===== src/hdl/pte_pkg.sv =====
// Constants for the precision-time event control register bank
package pte_pkg;
   localparam int ADDR_W = 8;
   localparam int DATA_W = 16;
   localparam int TYPE_W = 4;
   localparam int NUM_STAMP = 3;

   // Register offsets
   localparam logic [7:0] ADDR_CLOCK_OUT = 8'h11;
   localparam logic [7:0] ADDR_SRC_EDGE = 8'h12;
   localparam logic [7:0] ADDR_GEN_CTRL = 8'h13;
   localparam logic [7:0] ADDR_DIV_ONE = 8'h14;
   localparam logic [7:0] ADDR_FIFO_EN = 8'h15;
   localparam logic [7:0] ADDR_INS_EN = 8'h16;
   localparam logic [7:0] ADDR_INS_CTRL = 8'h17;

   // Writable bits; all others read zero
   localparam logic [15:0] MASK_CLOCK_OUT = 16'h01FF;
   localparam logic [15:0] MASK_SRC_EDGE = 16'hFFF7;
   localparam logic [15:0] MASK_GEN_CTRL = 16'h0077;
   localparam logic [15:0] MASK_DIV_ONE = 16'hFFFF;
   localparam logic [15:0] MASK_FIFO_EN = 16'hFFFF;
   localparam logic [15:0] MASK_INS_EN = 16'hFFFF;
   localparam logic [15:0] MASK_INS_CTRL = 16'hFF00;

   // Reset values
   localparam logic [15:0] RST_CLOCK_OUT = 16'h0000;
   localparam logic [15:0] RST_SRC_EDGE = 16'h0000;
   localparam logic [15:0] RST_GEN_CTRL = 16'h0000;
   localparam logic [15:0] RST_DIV_ONE = 16'h0000;
   localparam logic [15:0] RST_FIFO_EN = 16'h0000;
   localparam logic [15:0] RST_INS_EN = 16'h0000;
   localparam logic [15:0] RST_INS_CTRL = 16'h0000;

   // Field positions
   localparam int CLK_INV_BIT = 8;
   localparam int CLK_DIV_LSB = 0;
   localparam int STAMP_SRC_LSB = 4;
   localparam int STAMP_EDGE_LSB = 6;
   localparam int STAMP_STRIDE = 4;
   localparam int DIV_TWO_LSB = 0;
   localparam int G2_RST_BIT = 6;
   localparam int G2_HOLD_BIT = 5;
   localparam int G2_RES_BIT = 4;
   localparam int G1_RST_BIT = 2;
   localparam int G1_HOLD_BIT = 1;
   localparam int G1_RES_BIT = 0;
   localparam int EGR_FIFO_LSB = 8;
   localparam int ING_FIFO_LSB = 0;
   localparam int PD_BIT = 15;
   localparam int CLR_BIT = 14;
   localparam int TOP_BIT = 13;
   localparam int TC_BIT = 12;
   localparam int ONE_STEP_LSB = 8;
   localparam int ING_INS_LSB = 0;
   localparam int SEC_W_LSB = 14;
   localparam int SECONDS_INSERT_OFFSET_LSB = 8;

   // Source and edge codes
   localparam logic [1:0] SRC_INTERNAL = 2'b00;
   localparam logic [1:0] EDGE_NONE = 2'b00;
   localparam logic [1:0] EDGE_RISE = 2'b01;
   localparam logic [1:0] EDGE_FALL = 2'b10;
   localparam logic [1:0] EDGE_BOTH = 2'b11;

   // Second divider factors
   localparam logic [12:0] DIV2_F000 = 13'h0001;
   localparam logic [12:0] DIV2_F001 = 13'h000A;
   localparam logic [12:0] DIV2_F010 = 13'h03E8;
   localparam logic [12:0] DIV2_F011 = 13'h03E8;
   localparam logic [12:0] DIV2_F100 = 13'h0002;
   localparam logic [12:0] DIV2_F101 = 13'h0050;
   localparam logic [12:0] DIV2_F110 = 13'h0320;
   localparam logic [12:0] DIV2_F111 = 13'h1F40;

   function automatic logic [12:0] div_two_factor(input logic [2:0] code);
      logic [12:0] f;
      f = DIV2_F000;
      case (code)
         3'h0: f = DIV2_F000;
         3'h1: f = DIV2_F001;
         3'h2: f = DIV2_F010;
         3'h3: f = DIV2_F011;
         3'h4: f = DIV2_F100;
         3'h5: f = DIV2_F101;
         3'h6: f = DIV2_F110;
         3'h7: f = DIV2_F111;
         default: f = DIV2_F000;
      endcase
      return f;
   endfunction : div_two_factor
endpackage : pte_pkg


===== src/hdl/pte_event_ctrl.sv =====
// Timestamper, event generator and insertion control register bank
`timescale 1ns/1ns
`default_nettype none
// Functional notes
// [RQ1] Clock output divides base clock; zero disables
// [RQ2] Stamper three edge select, ignored for packets
// [RQ3] Stamper three source: ingress start or pins
// [RQ4] Stamper two edge select, ignored for packets
// [RQ5] Stamper two source: egress start or pins
// [RQ6] Stamper one edge select always applies
// [RQ7] Stamper one source through both dividers
// [RQ8] Second divider code table, eight factors; the table gives 1000 for both codes 2 and 3, so only seven differ
// [RQ9] First divider; zero and one bypass
// [RQ10] Reset bit rising edge resets generator
// [RQ11] Hold bit pauses generator command processing
// [RQ12] Resolution bit: 1 ns or 1/256 ns
// [RQ13] Per-type admission into egress, ingress FIFOs
// [RQ14] Admission only when source is packet start
// [RQ15] One-step egress enable for types zero-three
// [RQ16] Residence correction enable, peer-delay extension
// [RQ17] One-step overrides residence correction per type
// [RQ18] Clear designated bytes in egress messages
// [RQ19] Circuit-emulation insertion only in that mode
// [RQ20] Ingress timestamp write enable per type
// [RQ21] Seconds insertion width: 0,1,4,6 bytes
// [RQ22] Seconds byte offset from header start
// [RQ23] Pin captures flag edge polarity, rising one
// [RQ24] Reserved bits read zero, writes ignored
module pte_event_ctrl
   import pte_pkg::*;
(
   input wire logic sys_clk_i,
   input wire logic resetn_i,
   input wire logic [pte_pkg::ADDR_W-1:0] reg_addr_i,
   input wire logic reg_wr_i,
   input wire logic [pte_pkg::DATA_W-1:0] reg_wdata_i,
   input wire logic reg_rd_i,
   output logic [pte_pkg::DATA_W-1:0] reg_rdata_o,
   input wire logic [2:0] gpio_i,
   input wire logic gen_one_feedback_i,
   input wire logic egress_sop_i,
   input wire logic ingress_sop_i,
   input wire logic circuit_mode_i,
   input wire logic egress_msg_valid_i,
   input wire logic [pte_pkg::TYPE_W-1:0] egress_msg_type_i,
   input wire logic ingress_msg_valid_i,
   input wire logic [pte_pkg::TYPE_W-1:0] ingress_msg_type_i,
   output logic time_clock_output_pin_o,
   output logic [pte_pkg::NUM_STAMP-1:0] stamp_capture_o,
   output logic [pte_pkg::NUM_STAMP-1:0] stamp_edge_o,
   output logic [1:0] gen_reset_o,
   output logic [1:0] gen_hold_o,
   output logic [1:0] gen_resolution_o,
   output logic egress_fifo_write_o,
   output logic ingress_fifo_write_o,
   output logic egress_one_step_o,
   output logic egress_residence_o,
   output logic ingress_insert_o,
   output logic circuit_insert_o,
   output logic clear_insert_bytes_o,
   output logic [1:0] seconds_insert_width_o,
   output logic [5:0] seconds_insert_offset_o
);
   import pte_pkg::*;

   typedef struct packed {
      logic [15:0] clk_ctrl;
      logic [15:0] src_edge;
      logic [15:0] gen_ctrl;
      logic [15:0] div_one;
      logic [15:0] fifo_en;
      logic [15:0] ins_en;
      logic [15:0] ins_ctrl;
      logic [15:0] rdata;
      logic raw1_prev;
      logic d1_prev;
      logic [15:0] div1_cnt;
      logic div1_lvl;
      logic [12:0] div2_cnt;
      logic div2_lvl;
      logic [2:0] src_prev;
      logic [2:0] cap;
      logic [2:0] pol;
      logic [1:0] gen_rst;
      logic egr_fifo;
      logic ing_fifo;
      logic one_step;
      logic residence;
      logic ing_insert;
      logic circ_insert;
   } pte_state_t;

   pte_state_t s;
   pte_state_t next_s;

   always_comb begin
      logic [1:0] sel;
      logic [1:0] edge_sel;
      logic [1:0] sel1;
      logic raw1;
      logic d1;
      logic d2;
      logic lvl;
      logic rise;
      logic fall;
      logic [16:0] inc1;
      logic [13:0] inc2;
      logic [12:0] f2;
      logic [7:0] egr_en;
      logic [7:0] ing_en;
      logic [7:0] ins_types;
      logic [3:0] step_types;
      logic step_hit;
      logic [2:0] et;
      logic [2:0] it;
      sel = SRC_INTERNAL;
      edge_sel = EDGE_NONE;
      sel1 = s.src_edge[STAMP_SRC_LSB +: 2];
      raw1 = 1'b0;
      d1 = 1'b0;
      d2 = 1'b0;
      lvl = 1'b0;
      rise = 1'b0;
      fall = 1'b0;
      inc1 = '0;
      inc2 = '0;
      f2 = div_two_factor(s.src_edge[DIV_TWO_LSB +: 3]);
      egr_en = s.fifo_en[EGR_FIFO_LSB +: 8];
      ing_en = s.fifo_en[ING_FIFO_LSB +: 8];
      ins_types = s.ins_en[ING_INS_LSB +: 8];
      step_types = s.ins_en[ONE_STEP_LSB +: 4];
      et = egress_msg_type_i[2:0];
      it = ingress_msg_type_i[2:0];
      step_hit = 1'b0;
      next_s = s;

      // Register writes; masks keep reserved bits at zero
      if (reg_wr_i) begin
         case (reg_addr_i)
            ADDR_CLOCK_OUT: next_s.clk_ctrl = reg_wdata_i & MASK_CLOCK_OUT; // see [RQ1] see [RQ24]
            ADDR_SRC_EDGE: next_s.src_edge = reg_wdata_i & MASK_SRC_EDGE; // see [RQ24]
            ADDR_GEN_CTRL: next_s.gen_ctrl = reg_wdata_i & MASK_GEN_CTRL; // see [RQ24]
            ADDR_DIV_ONE: next_s.div_one = reg_wdata_i & MASK_DIV_ONE;
            ADDR_FIFO_EN: next_s.fifo_en = reg_wdata_i & MASK_FIFO_EN;
            ADDR_INS_EN: next_s.ins_en = reg_wdata_i & MASK_INS_EN;
            ADDR_INS_CTRL: next_s.ins_ctrl = reg_wdata_i & MASK_INS_CTRL; // see [RQ24]
            default: ;
         endcase
      end

      // Registered read data; unmapped offsets read zero
      if (reg_rd_i) begin
         case (reg_addr_i)
            ADDR_CLOCK_OUT: next_s.rdata = s.clk_ctrl;
            ADDR_SRC_EDGE: next_s.rdata = s.src_edge;
            ADDR_GEN_CTRL: next_s.rdata = s.gen_ctrl;
            ADDR_DIV_ONE: next_s.rdata = s.div_one;
            ADDR_FIFO_EN: next_s.rdata = s.fifo_en;
            ADDR_INS_EN: next_s.rdata = s.ins_en;
            ADDR_INS_CTRL: next_s.rdata = s.ins_ctrl;
            default: next_s.rdata = 16'h0000; // see [RQ24]
         endcase
      end

      // Generator reset on a low-to-high change of the stored bit
      next_s.gen_rst[1] = next_s.gen_ctrl[G2_RST_BIT] & ~s.gen_ctrl[G2_RST_BIT]; // see [RQ10]
      next_s.gen_rst[0] = next_s.gen_ctrl[G1_RST_BIT] & ~s.gen_ctrl[G1_RST_BIT]; // see [RQ10]

      // Stamper one source and first divider
      raw1 = (sel1 == SRC_INTERNAL) ? gen_one_feedback_i : gpio_i[sel1 - 2'b01]; // see [RQ7]
      next_s.raw1_prev = raw1;
      if (raw1 && !s.raw1_prev) begin
         inc1 = {1'b0, s.div1_cnt} + 17'h00001;
         next_s.div1_cnt = (inc1 >= {1'b0, s.div_one}) ? 16'h0000 : inc1[15:0]; // see [RQ9]
         next_s.div1_lvl = next_s.div1_cnt < (s.div_one >> 1);
      end
      d1 = (s.div_one <= 16'h0001) ? raw1 : s.div1_lvl; // see [RQ9]

      // Second divider after the first
      next_s.d1_prev = d1;
      if (d1 && !s.d1_prev) begin
         inc2 = {1'b0, s.div2_cnt} + 14'h0001;
         next_s.div2_cnt = (inc2 >= {1'b0, f2}) ? 13'h0000 : inc2[12:0]; // see [RQ8]
         next_s.div2_lvl = next_s.div2_cnt < (f2 >> 1);
      end
      d2 = (f2 == DIV2_F000) ? d1 : s.div2_lvl; // see [RQ7] see [RQ8]

      // Edge selection per stamper
      for (int i = 0; i < NUM_STAMP; i++) begin
         sel = s.src_edge[STAMP_SRC_LSB + STAMP_STRIDE * i +: 2];
         edge_sel = s.src_edge[STAMP_EDGE_LSB + STAMP_STRIDE * i +: 2];
         if (i == 0) begin
            lvl = d2;
         end else begin
            lvl = (sel == SRC_INTERNAL) ? 1'b0 : gpio_i[sel - 2'b01]; // see [RQ3] see [RQ5]
         end
         rise = lvl & ~s.src_prev[i];
         fall = ~lvl & s.src_prev[i];
         next_s.src_prev[i] = lvl;
         if (i != 0 && sel == SRC_INTERNAL) begin
            // Packet start feeds the stamper, edge field unused
            next_s.cap[i] = (i == 1) ? egress_sop_i : ingress_sop_i; // see [RQ2] see [RQ3] see [RQ4] see [RQ5]
            next_s.pol[i] = 1'b0;
         end else begin
            next_s.cap[i] = (edge_sel[0] & rise) | (edge_sel[1] & fall); // see [RQ2] see [RQ4] see [RQ6]
            next_s.pol[i] = rise; // see [RQ23]
         end
      end

      // Message-type gating into the stamp FIFOs
      next_s.egr_fifo = egress_msg_valid_i & ~egress_msg_type_i[3] & egr_en[et]
         & (s.src_edge[STAMP_SRC_LSB + STAMP_STRIDE +: 2] == SRC_INTERNAL); // see [RQ13] see [RQ14]
      next_s.ing_fifo = ingress_msg_valid_i & ~ingress_msg_type_i[3] & ing_en[it]
         & (s.src_edge[STAMP_SRC_LSB + 2 * STAMP_STRIDE +: 2] == SRC_INTERNAL); // see [RQ13] see [RQ14]

      // One-step and residence correction per egress message
      step_hit = (egress_msg_type_i[3:2] == 2'b00) & step_types[et[1:0]]; // see [RQ15]
      next_s.one_step = egress_msg_valid_i & step_hit;
      if (egress_msg_type_i[3:1] == 3'b001) begin
         next_s.residence = egress_msg_valid_i & ~step_hit & s.ins_en[TC_BIT] & s.ins_en[PD_BIT]; // see [RQ16] see [RQ17]
      end else begin
         next_s.residence = egress_msg_valid_i & ~step_hit & s.ins_en[TC_BIT]; // see [RQ16] see [RQ17]
      end

      // Ingress insertion
      next_s.ing_insert = ingress_msg_valid_i & ~ingress_msg_type_i[3] & ins_types[it]; // see [RQ20]
      next_s.circ_insert = s.ins_en[TOP_BIT] & circuit_mode_i; // see [RQ19]
   end

   always_ff @(posedge sys_clk_i or negedge resetn_i) begin
      if (!resetn_i) begin
         s <= '0;
         s.clk_ctrl <= RST_CLOCK_OUT;
         s.src_edge <= RST_SRC_EDGE;
         s.gen_ctrl <= RST_GEN_CTRL;
         s.div_one <= RST_DIV_ONE;
         s.fifo_en <= RST_FIFO_EN;
         s.ins_en <= RST_INS_EN;
         s.ins_ctrl <= RST_INS_CTRL;
      end else begin
         s <= next_s;
      end
   end

   pte_clock_out u_clock_out (
      .sys_clk_i(sys_clk_i),
      .resetn_i(resetn_i),
      .clock_out_divider_i(s.clk_ctrl[CLK_DIV_LSB +: 8]), // see [RQ1]
      .clock_out_invert_i(s.clk_ctrl[CLK_INV_BIT]), // see [RQ1]
      .time_clock_output_pin_o(time_clock_output_pin_o)
   );

   assign reg_rdata_o = s.rdata;
   assign stamp_capture_o = s.cap;
   assign stamp_edge_o = s.pol;
   assign gen_reset_o = s.gen_rst;
   assign gen_hold_o = {s.gen_ctrl[G2_HOLD_BIT], s.gen_ctrl[G1_HOLD_BIT]}; // see [RQ11]
   assign gen_resolution_o = {s.gen_ctrl[G2_RES_BIT], s.gen_ctrl[G1_RES_BIT]}; // see [RQ12]
   assign egress_fifo_write_o = s.egr_fifo;
   assign ingress_fifo_write_o = s.ing_fifo;
   assign egress_one_step_o = s.one_step;
   assign egress_residence_o = s.residence;
   assign ingress_insert_o = s.ing_insert;
   assign circuit_insert_o = s.circ_insert;
   assign clear_insert_bytes_o = s.ins_en[CLR_BIT]; // see [RQ18]
   assign seconds_insert_width_o = s.ins_ctrl[SEC_W_LSB +: 2]; // see [RQ21]
   assign seconds_insert_offset_o = s.ins_ctrl[SECONDS_INSERT_OFFSET_LSB +: 6]; // see [RQ22]
endmodule : pte_event_ctrl
`default_nettype wire


===== src/hdl/pte_clock_out.sv =====
// Divided time clock output generator
`timescale 1ns/1ns
`default_nettype none
module pte_clock_out
   import pte_pkg::*;
(
   input wire logic sys_clk_i,
   input wire logic resetn_i,
   input wire logic [7:0] clock_out_divider_i,
   input wire logic clock_out_invert_i,
   output logic time_clock_output_pin_o
);
   typedef struct packed {
      logic [7:0] cnt;
      logic pin;
   } pte_clk_state_t;

   pte_clk_state_t s;
   pte_clk_state_t next_s;

   always_comb begin
      logic [8:0] inc;
      logic [8:0] half;
      inc = {1'b0, s.cnt} + 9'h001;
      half = ({1'b0, clock_out_divider_i} + 9'h001) >> 1;
      next_s = s;
      if (clock_out_divider_i == 8'h00) begin
         // Divider zero stops the output low
         next_s.cnt = 8'h00;
         next_s.pin = 1'b0;
      end else begin
         next_s.cnt = (inc >= {1'b0, clock_out_divider_i}) ? 8'h00 : inc[7:0];
         next_s.pin = (next_s.cnt < half[7:0]) ^ clock_out_invert_i;
      end
   end

   always_ff @(posedge sys_clk_i or negedge resetn_i) begin
      if (!resetn_i) begin
         s <= '0;
      end else begin
         s <= next_s;
      end
   end

   assign time_clock_output_pin_o = s.pin;
endmodule : pte_clock_out
`default_nettype wire


===== config.mk =====
export PLATFORM = sky130hd
export DESIGN_NAME = pte_event_ctrl
export DESIGN_NICKNAME = d
export VERILOG_FILES = /design/src/hdl/pte_pkg.sv /design/src/hdl/pte_event_ctrl.sv /design/src/hdl/pte_clock_out.sv
export SDC_FILE = /design/constraint.sdc
export NUM_CORES = 1
export LEC_CHECK = 0
export ABC_AREA = 1
export BUFFER_PORTS_ARGS = -buffer_cell sky130_fd_sc_hd__buf_4
export CAP_MARGIN = 20
export CORE_ASPECT_RATIO = 0.6
export CORE_MARGIN = 3
export CORE_UTILIZATION = 55
export CTS_CLUSTER_DIAMETER = 150
export DETAILED_ROUTE_END_ITERATION = 12
export PLACE_DENSITY_LB_ADDON = 0.25
export SLEW_MARGIN = 20
export SYNTH_ARGS = -nofsm -noshare
export SYNTH_HDL_FRONTEND = slang
export SYNTH_HIERARCHICAL = 1
export SYNTH_SLANG_ARGS = --single-unit

===== constraint.sdc =====
create_clock -name sys_clk_i -period 3.5 [get_ports sys_clk_i]
set_input_delay 0.875 -clock sys_clk_i [delete_from_list [all_inputs] [get_ports sys_clk_i]]
set_output_delay 0.875 -clock sys_clk_i [all_outputs]
set_load 0.05 [all_outputs]

# --- Word level (Yosys, flattened, before mapping) ---
# Memories as Yosys holds them, arrays and structs flattened.
# Index checks and enable logic that the tools add are counted.
totals:
  ff_bits: 161
  latchBits: 0
  ram_bits: 0
  mem_bits_ro: 96
  output_inout_bits: 44
  wordCells: 150
  mem_count: 1
mem_list:
  columns: ["name", "words", "width", "rd", "rd_ports_with_merged_regs", "wr", "line", "source"]
  rows:
  - ["(name not given)", 8, 12, 1, 0, 0, "pte_pkg.sv:79", "case (code)"]
classes:
  add_sub_neg: 7
  multipliers: 0
  div: 0
  order_cmp: 13
  n_eq_ne: 9
  n_shift: 0
  n_mux: 35
  bitwise: 42
  reduce_logical: 16
ops:
  columns: ["cell", "count"]
  rows:
  - ["16-bit case mux with 7 select lines", 1]
  - ["16-bit 2-to-1 mux", 5]
  - ["71-bit 2-to-1 mux", 1]
  - ["8-bit by 5-bit equality test with 1-bit output, second input constant", 7]
  - ["1-bit bitwise AND", 27]
  - ["8-bit by 1-bit adder with 9-bit output, second input constant", 2]
  - ["16-bit by 1-bit adder with 17-bit output, second input constant", 1]
  - ["17-bit by 16-bit greater-or-equal comparator with 1-bit output", 1]
  - ["1-bit 2-to-1 mux", 17]
  - ["16-bit by 1-bit less-or-equal comparator with 1-bit output, second input constant", 1]
  - ["16-bit by 15-bit less-than comparator with 1-bit output", 1]
  - ["13-bit by 1-bit adder with 14-bit output, second input constant", 1]
  - ["14-bit by 13-bit greater-or-equal comparator with 1-bit output", 1]
  - ["2-bit AND reduction", 7]
  - ["13-bit by 1-bit equality test with 1-bit output, second input constant", 1]
  - ["13-bit by 12-bit less-than comparator with 1-bit output", 1]
  - ["13-bit 2-to-1 mux", 1]
  - ["2-bit by 3-bit less-than comparator with 1-bit output, second input constant", 4]
  - ["1-bit inverter", 11]
  - ["1-bit binary-select mux with 3-bit select", 3]
  - ["9-bit by 8-bit greater-or-equal comparator with 1-bit output", 1]
  - ["9-bit 2-to-1 mux", 1]
  - ["1-bit binary-select mux with 2-bit select", 4]
  - ["2-bit logical NOT", 4]
  - ["other kinds (11)", 18]

# --- Logic depth before layout (Yosys ltp) ---
depth:
  word_depth: 10
  mapped_depth: 29
  depth_no_buf: 28

# --- Hierarchy ---
# The synthesis kept the hierarchy.
by_module_without_submodules:
  columns: ["mod", "n_inst", "cells_each", "area_each_um2", "seq_area_each_um2"]
  rows:
  - ["pte_event_ctrl", 1, 1154, 8966.1, 3803.6]
  - ["pte_clock_out", 1, 134, 996.0, 225.2]

# --- Worst setup path after synthesis ---
# OpenSTA, ideal clock, no wires.
synth_path:
  path_type: "register -> register"
  from: "register s[32] (netlist name)"
  to: "register s[31] (netlist name)"
  setup_time_ps: 65
  arrival_time_ps: 3265
  required_time_ps: 3435
  path_slack_ps: 170
  path_stages_with_launch: 25
  synth_period_minus_slack_ps: 3330
  path_cell_list: "dfrtp_1 > ha_1 > nand2_1 > nor2_1 > nand2_1 > nor2_1 > nand3_1 > xor2_1 > inv_1 > ha_1 > a21oi_1 > nor2_1 > nor3_1 > nor2_1 > nor2_1 > nand2_2 > nor3_1 > ha_1 > a21oi_1 > nor2_1 > a211oi_1 > nor2_1 > nor2_1 > nand2_1 > nand2_1"
synth_via:
  elab_chain_len: 4
synth_lines:
  columns: ["element", "line", "source"]
  rows:
  - ["start, declared", "pte_event_ctrl.sv:93", "pte_state_t s;"]
  - ["start signal, assigned", "pte_event_ctrl.sv:241", "s <= next_s;"]
  - ["16-bit by 1-bit adder with 17-bit output *", "pte_event_ctrl.sv:173", "inc1 = {1'b0, s.div1_cnt} + 17'h00001;"]
  - ["17-bit by 16-bit greater-or-equal comparator with 1-bit output", "pte_event_ctrl.sv:174", "next_s.div1_cnt = (inc1 >= {1'b0, s.div_one}) ? 16'h0000 : inc1[15:0];"]
  - ["16-bit 2-to-1 mux *", "pte_event_ctrl.sv:174", null]
  - ["16-bit by 15-bit less-than comparator with 1-bit output *", "pte_event_ctrl.sv:175", "next_s.div1_lvl = next_s.div1_cnt < (s.div_one >> 1);"]
# Mark *: on every way between the ends. The rest lies on a longest branch, timed or not.
# A chain may end at the register's enable or synchronous reset.

# --- Worst setup path in the final report ---
layout_path:
  from: "register s[18] (netlist name)"
  to: "register s[17] (netlist name)"
layout_via:
  elab_chain_len: 4
layout_lines:
  columns: ["element", "line", "source"]
  rows:
  - ["13-bit by 1-bit adder with 14-bit output *", "pte_event_ctrl.sv:182", "inc2 = {1'b0, s.div2_cnt} + 14'h0001;"]
  - ["14-bit by 13-bit greater-or-equal comparator with 1-bit output", "pte_event_ctrl.sv:183", "next_s.div2_cnt = (inc2 >= {1'b0, f2}) ? 13'h0000 : inc2[12:0];"]
  - ["13-bit 2-to-1 mux *", "pte_event_ctrl.sv:183", null]
  - ["13-bit by 12-bit less-than comparator with 1-bit output *", "pte_event_ctrl.sv:184", "next_s.div2_lvl = next_s.div2_cnt < (f2 >> 1);"]
# Marked as above.

==> results.ini <==
[critical_path]
crit_arrival_ns = 4.02
r2r.worst_path.cells = 20
start_kind = flop
rr_endpoint = s[17]
crit_path_end_kind = flop
r2r-start = s[18]
r2r_setup_slack_ns = -0.20
cp.required_ns = 3.83
crit_type = reg2reg
critPathMaxFanout = 5

[synth]
synth.avg_cell_area_sq_um = 7.73
async_flop_share_pct = 100
synth_ff_type = dfrtp_1
syn_inst = 1288
yosysWarnings = 6
synth-edff-count = 0
synth_cell_type_count = 47
syn-num-nets = 1408
ys_seq_area_share_pct = 40.4
synth-seq-cells = 161
synth.cell_area_sq_um = 9960

[power_and_ir_drop]
leakagePower_uw = 0.00589
power_density_nw_per_um2 = 476
switching_share_pct = 36.5
combinationalPowerShare_pct = 29.5
total_power_uw = 5680
ir_drop_uv = 313
p_switching_uw = 2070
intPower_uw = 3610
clkPwrFrac_pct = 34.1
seq_power_share_pct = 36.5

[detailed_routing]
wl_per_cell_um = 17.2
vias = 9147
wl_mm = 28.1
drtAntennaViolNets = 0
via_per_inst = 5.62
drt_drc_violations_left = 0
dr.pass1.iters = 7
drtIter0Drc = 1101

[global_routing]
grt_pass1_vias = 8354
grt_overflow = 0
grt_usage_pct = 27.9
antenna_found_initial = 0
grt_pass1_wl_mm = 43.9
grt_max_degree = 82

[clock_tree]
clock-sinks = 161
ctsHoldBuffers = 0
clk_latency_ns = 0.44
htreeDepth = 4
cts_tree = built
cts.clk_slew.worst_paths_ns = 0.08
cts.root.buffer_cell = clkbuf_16
clk_path_buf_depth = 2
cts-buffers-inserted = 17

[layout]
fill_cells = 1413
antenna_cells = 0
syn2layout_area_growth_pct = 19.8
stdcell_count = 1628
drive_gt1_share_pct = 19.9
nets = 1501

[sta]
timing.final.crit_share_pct = 106
slew_headroom_pct = 40.7
fin_crit_ns = 3.70
setup_viol_count_final = 2
fmax_mhz = 271
final.setup.worst_slack_ns = -0.196
tightest_slew_ns = 0.882
rsz0062_at_grt = true
fin_skew_ns = 0.0161
slew_violations = 0
hold_violations = 0
whs_ns = 0.396

[die]
die_h_um = 110
core-area_sq_um = 17500
start_util_pct = 57.1
fp.dieW_um = 180
die_area_sq_um = 19800
pin_count = 89
rows = 37

[placed_design]
port_buffers = 88
dp.cells = 1576
place_hpwl_mm = 20.1
gp_congestion = 0.947

[job]
maxCapViolCount = 0

[run_status]
outcome = finished with violations
violations = negative setup slack

[worst_hold_path]
hold_class = in2async

-- registers in the layout (all words and copies together), names as in the netlist --
register / flops
gen_resolution_o: 2
u_clock_out/time_clock_output_pin_o: 1
seconds_insert_width_o: 2
reg_rdata_o: 16
s: 109
gen_hold_o: 2
egress_residence_o: 1
stamp_capture_o: 3
egress_one_step_o: 1
gen_reset_o: 2
clear_insert_bytes_o: 1
ingress_fifo_write_o: 1
stamp_edge_o: 3
egress_fifo_write_o: 1
u_clock_out/s: 8
circuit_insert_o: 1
seconds_insert_offset_o: 6
ingress_insert_o: 1
-- layer usage --
metal / GRT usage [%] / up-vias / wire length, um
li1: - / 4358 / -
met2: 39.3 / 437 / 11300
met1: 42.5 / 4298 / 13500
met4: 7.28 / 0 / 513
met5: 0 / - / 0
met3: 6.98 / 54 / 2710
-- cell type report --
type | count | area [sq um] | share of cell area, %
multi-input cells | 875 | 5230 | 43.8
flip-flops and latches | 161 | 4030 | 33.8
repair buffers | 140 | 1070 | 8.96
inverters | 186 | 698 | 5.85
clock buffers | 17 | 425 | 3.57
well taps | 234 | 293 | 2.45
clock inverters | 15 | 186 | 1.56
-- cell usage in the layout, fill, tap and decap left out, types with 15 or more instances in the layout --
cell type  count
xor2_1        15
a21oi_1       31
inv_1        177
buf_4        136
o21ai_0      137
clkbuf_16     17
nor3_1        21
nand4_1       16
nand3_1       19
nor2_2        15
ha_1          67
dfrtp_1      161
nand2_2       16
nor2_1        94
nand2_1      304
-- worst max path at each step --
stage / start / end / slack (ns) / cells past startpoint
finish: s[18] / s[17] / -0.20 / 20
global route: s[36] / s[31] / -0.35 / 25
CTS: s[34] / s[31] / 0.002 / 27
detailed placement: s[32] / s[31] / -0.16 / 24
global placement: s[18] / s[17] / 0.03 / 22
floorplan: s[32] / s[31] / 0.17 / 24
-- synthesized netlist by cell type (all sizes together), types with 4 or more instances --
| cell type | number | area (sq um) |
|---|---|---|
| o21ai | 154 | 774 |
| inv | 184 | 691 |
| a22o | 5 | 43.8 |
| dfrtp | 161 | 4030 |
| buf | 44 | 317 |
| nand2 | 322 | 1230 |
| clkbuf | 23 | 86.3 |
| nor2 | 122 | 493 |
| nor4 | 11 | 105 |
| nand3 | 28 | 160 |
| o22ai | 5 | 31.3 |
| ha | 75 | 938 |
| nand3b | 4 | 30.0 |
| o211ai | 4 | 30.0 |
| a211oi | 8 | 60.1 |
| o2111ai | 7 | 61.3 |
| nor3 | 31 | 191 |
| a31oi | 4 | 25.0 |
| nand4 | 16 | 100 |
| a21oi | 36 | 180 |
| a221oi | 5 | 43.8 |
| xor2 | 20 | 175 |
-- critical path: stages, from the launching register on --
cell and delay [ns]:
dfrtp_1 0.41, nand3_2 0.13, nor3_4 0.26, inv_2 0.09, nor4_4 0.27, xor2_1 0.25, inv_1 0.12, ha_4 0.24
a21oi_2 0.13, o21bai_1 0.08, a21oi_1 0.15, o21ai_1 0.12, nor2_2 0.22, nand2_2 0.18, nor2_1 0.20, ha_1 0.19
nand4_1 0.20, nor3_2 0.18, nand2_1 0.07, nand2_1 0.06, nand2_1 0.04
-- what timing repair did --
item                       in CTS  in global routing
gates resized for setup        23                 68
pin swaps                       7                 29
setup endpoints to repair       2                  6
cloned                          1                  1
buffers inserted                8                 10
-- through the flow --
stage	TNS, ns	instance area [sq um]	setup WS, ns	utilization, %
after floorplan	0	9960	0.170	-
after global placement	0	10800	0.0295	61.7
after detailed placement	-0.246	10800	-0.165	61.7
after CTS	0	11600	0.00222	66.2
after global routing	-0.709	11900	-0.355	68.4
final	-0.333	11900	-0.196	68.4
-- power groups by stage --
stage	registers, uW	clock network [uW]	logic [uW]
floorplan	2090	0	906
global placement	2100	0	1310
detailed placement	2100	0	1340
CTS	2070	1950	1470
global route	2080	2040	1810
finish	2070	1930	1670
-- kinds of logic after synthesis --
| group | count (synthesis) | synth area share, % |
|---|---|---|
| simple gates | 537 | 23.5 |
| flops | 161 | 40.4 |
| xor+xnor | 21 | 1.85 |
| mux | 1 | 0.100 |
| fa+ha+maj | 75 | 9.42 |
| buf+inv | 253 | 11.1 |
| compound gates | 240 | 13.7 |
No activity file was read; power rests on OpenSTA's default activity.
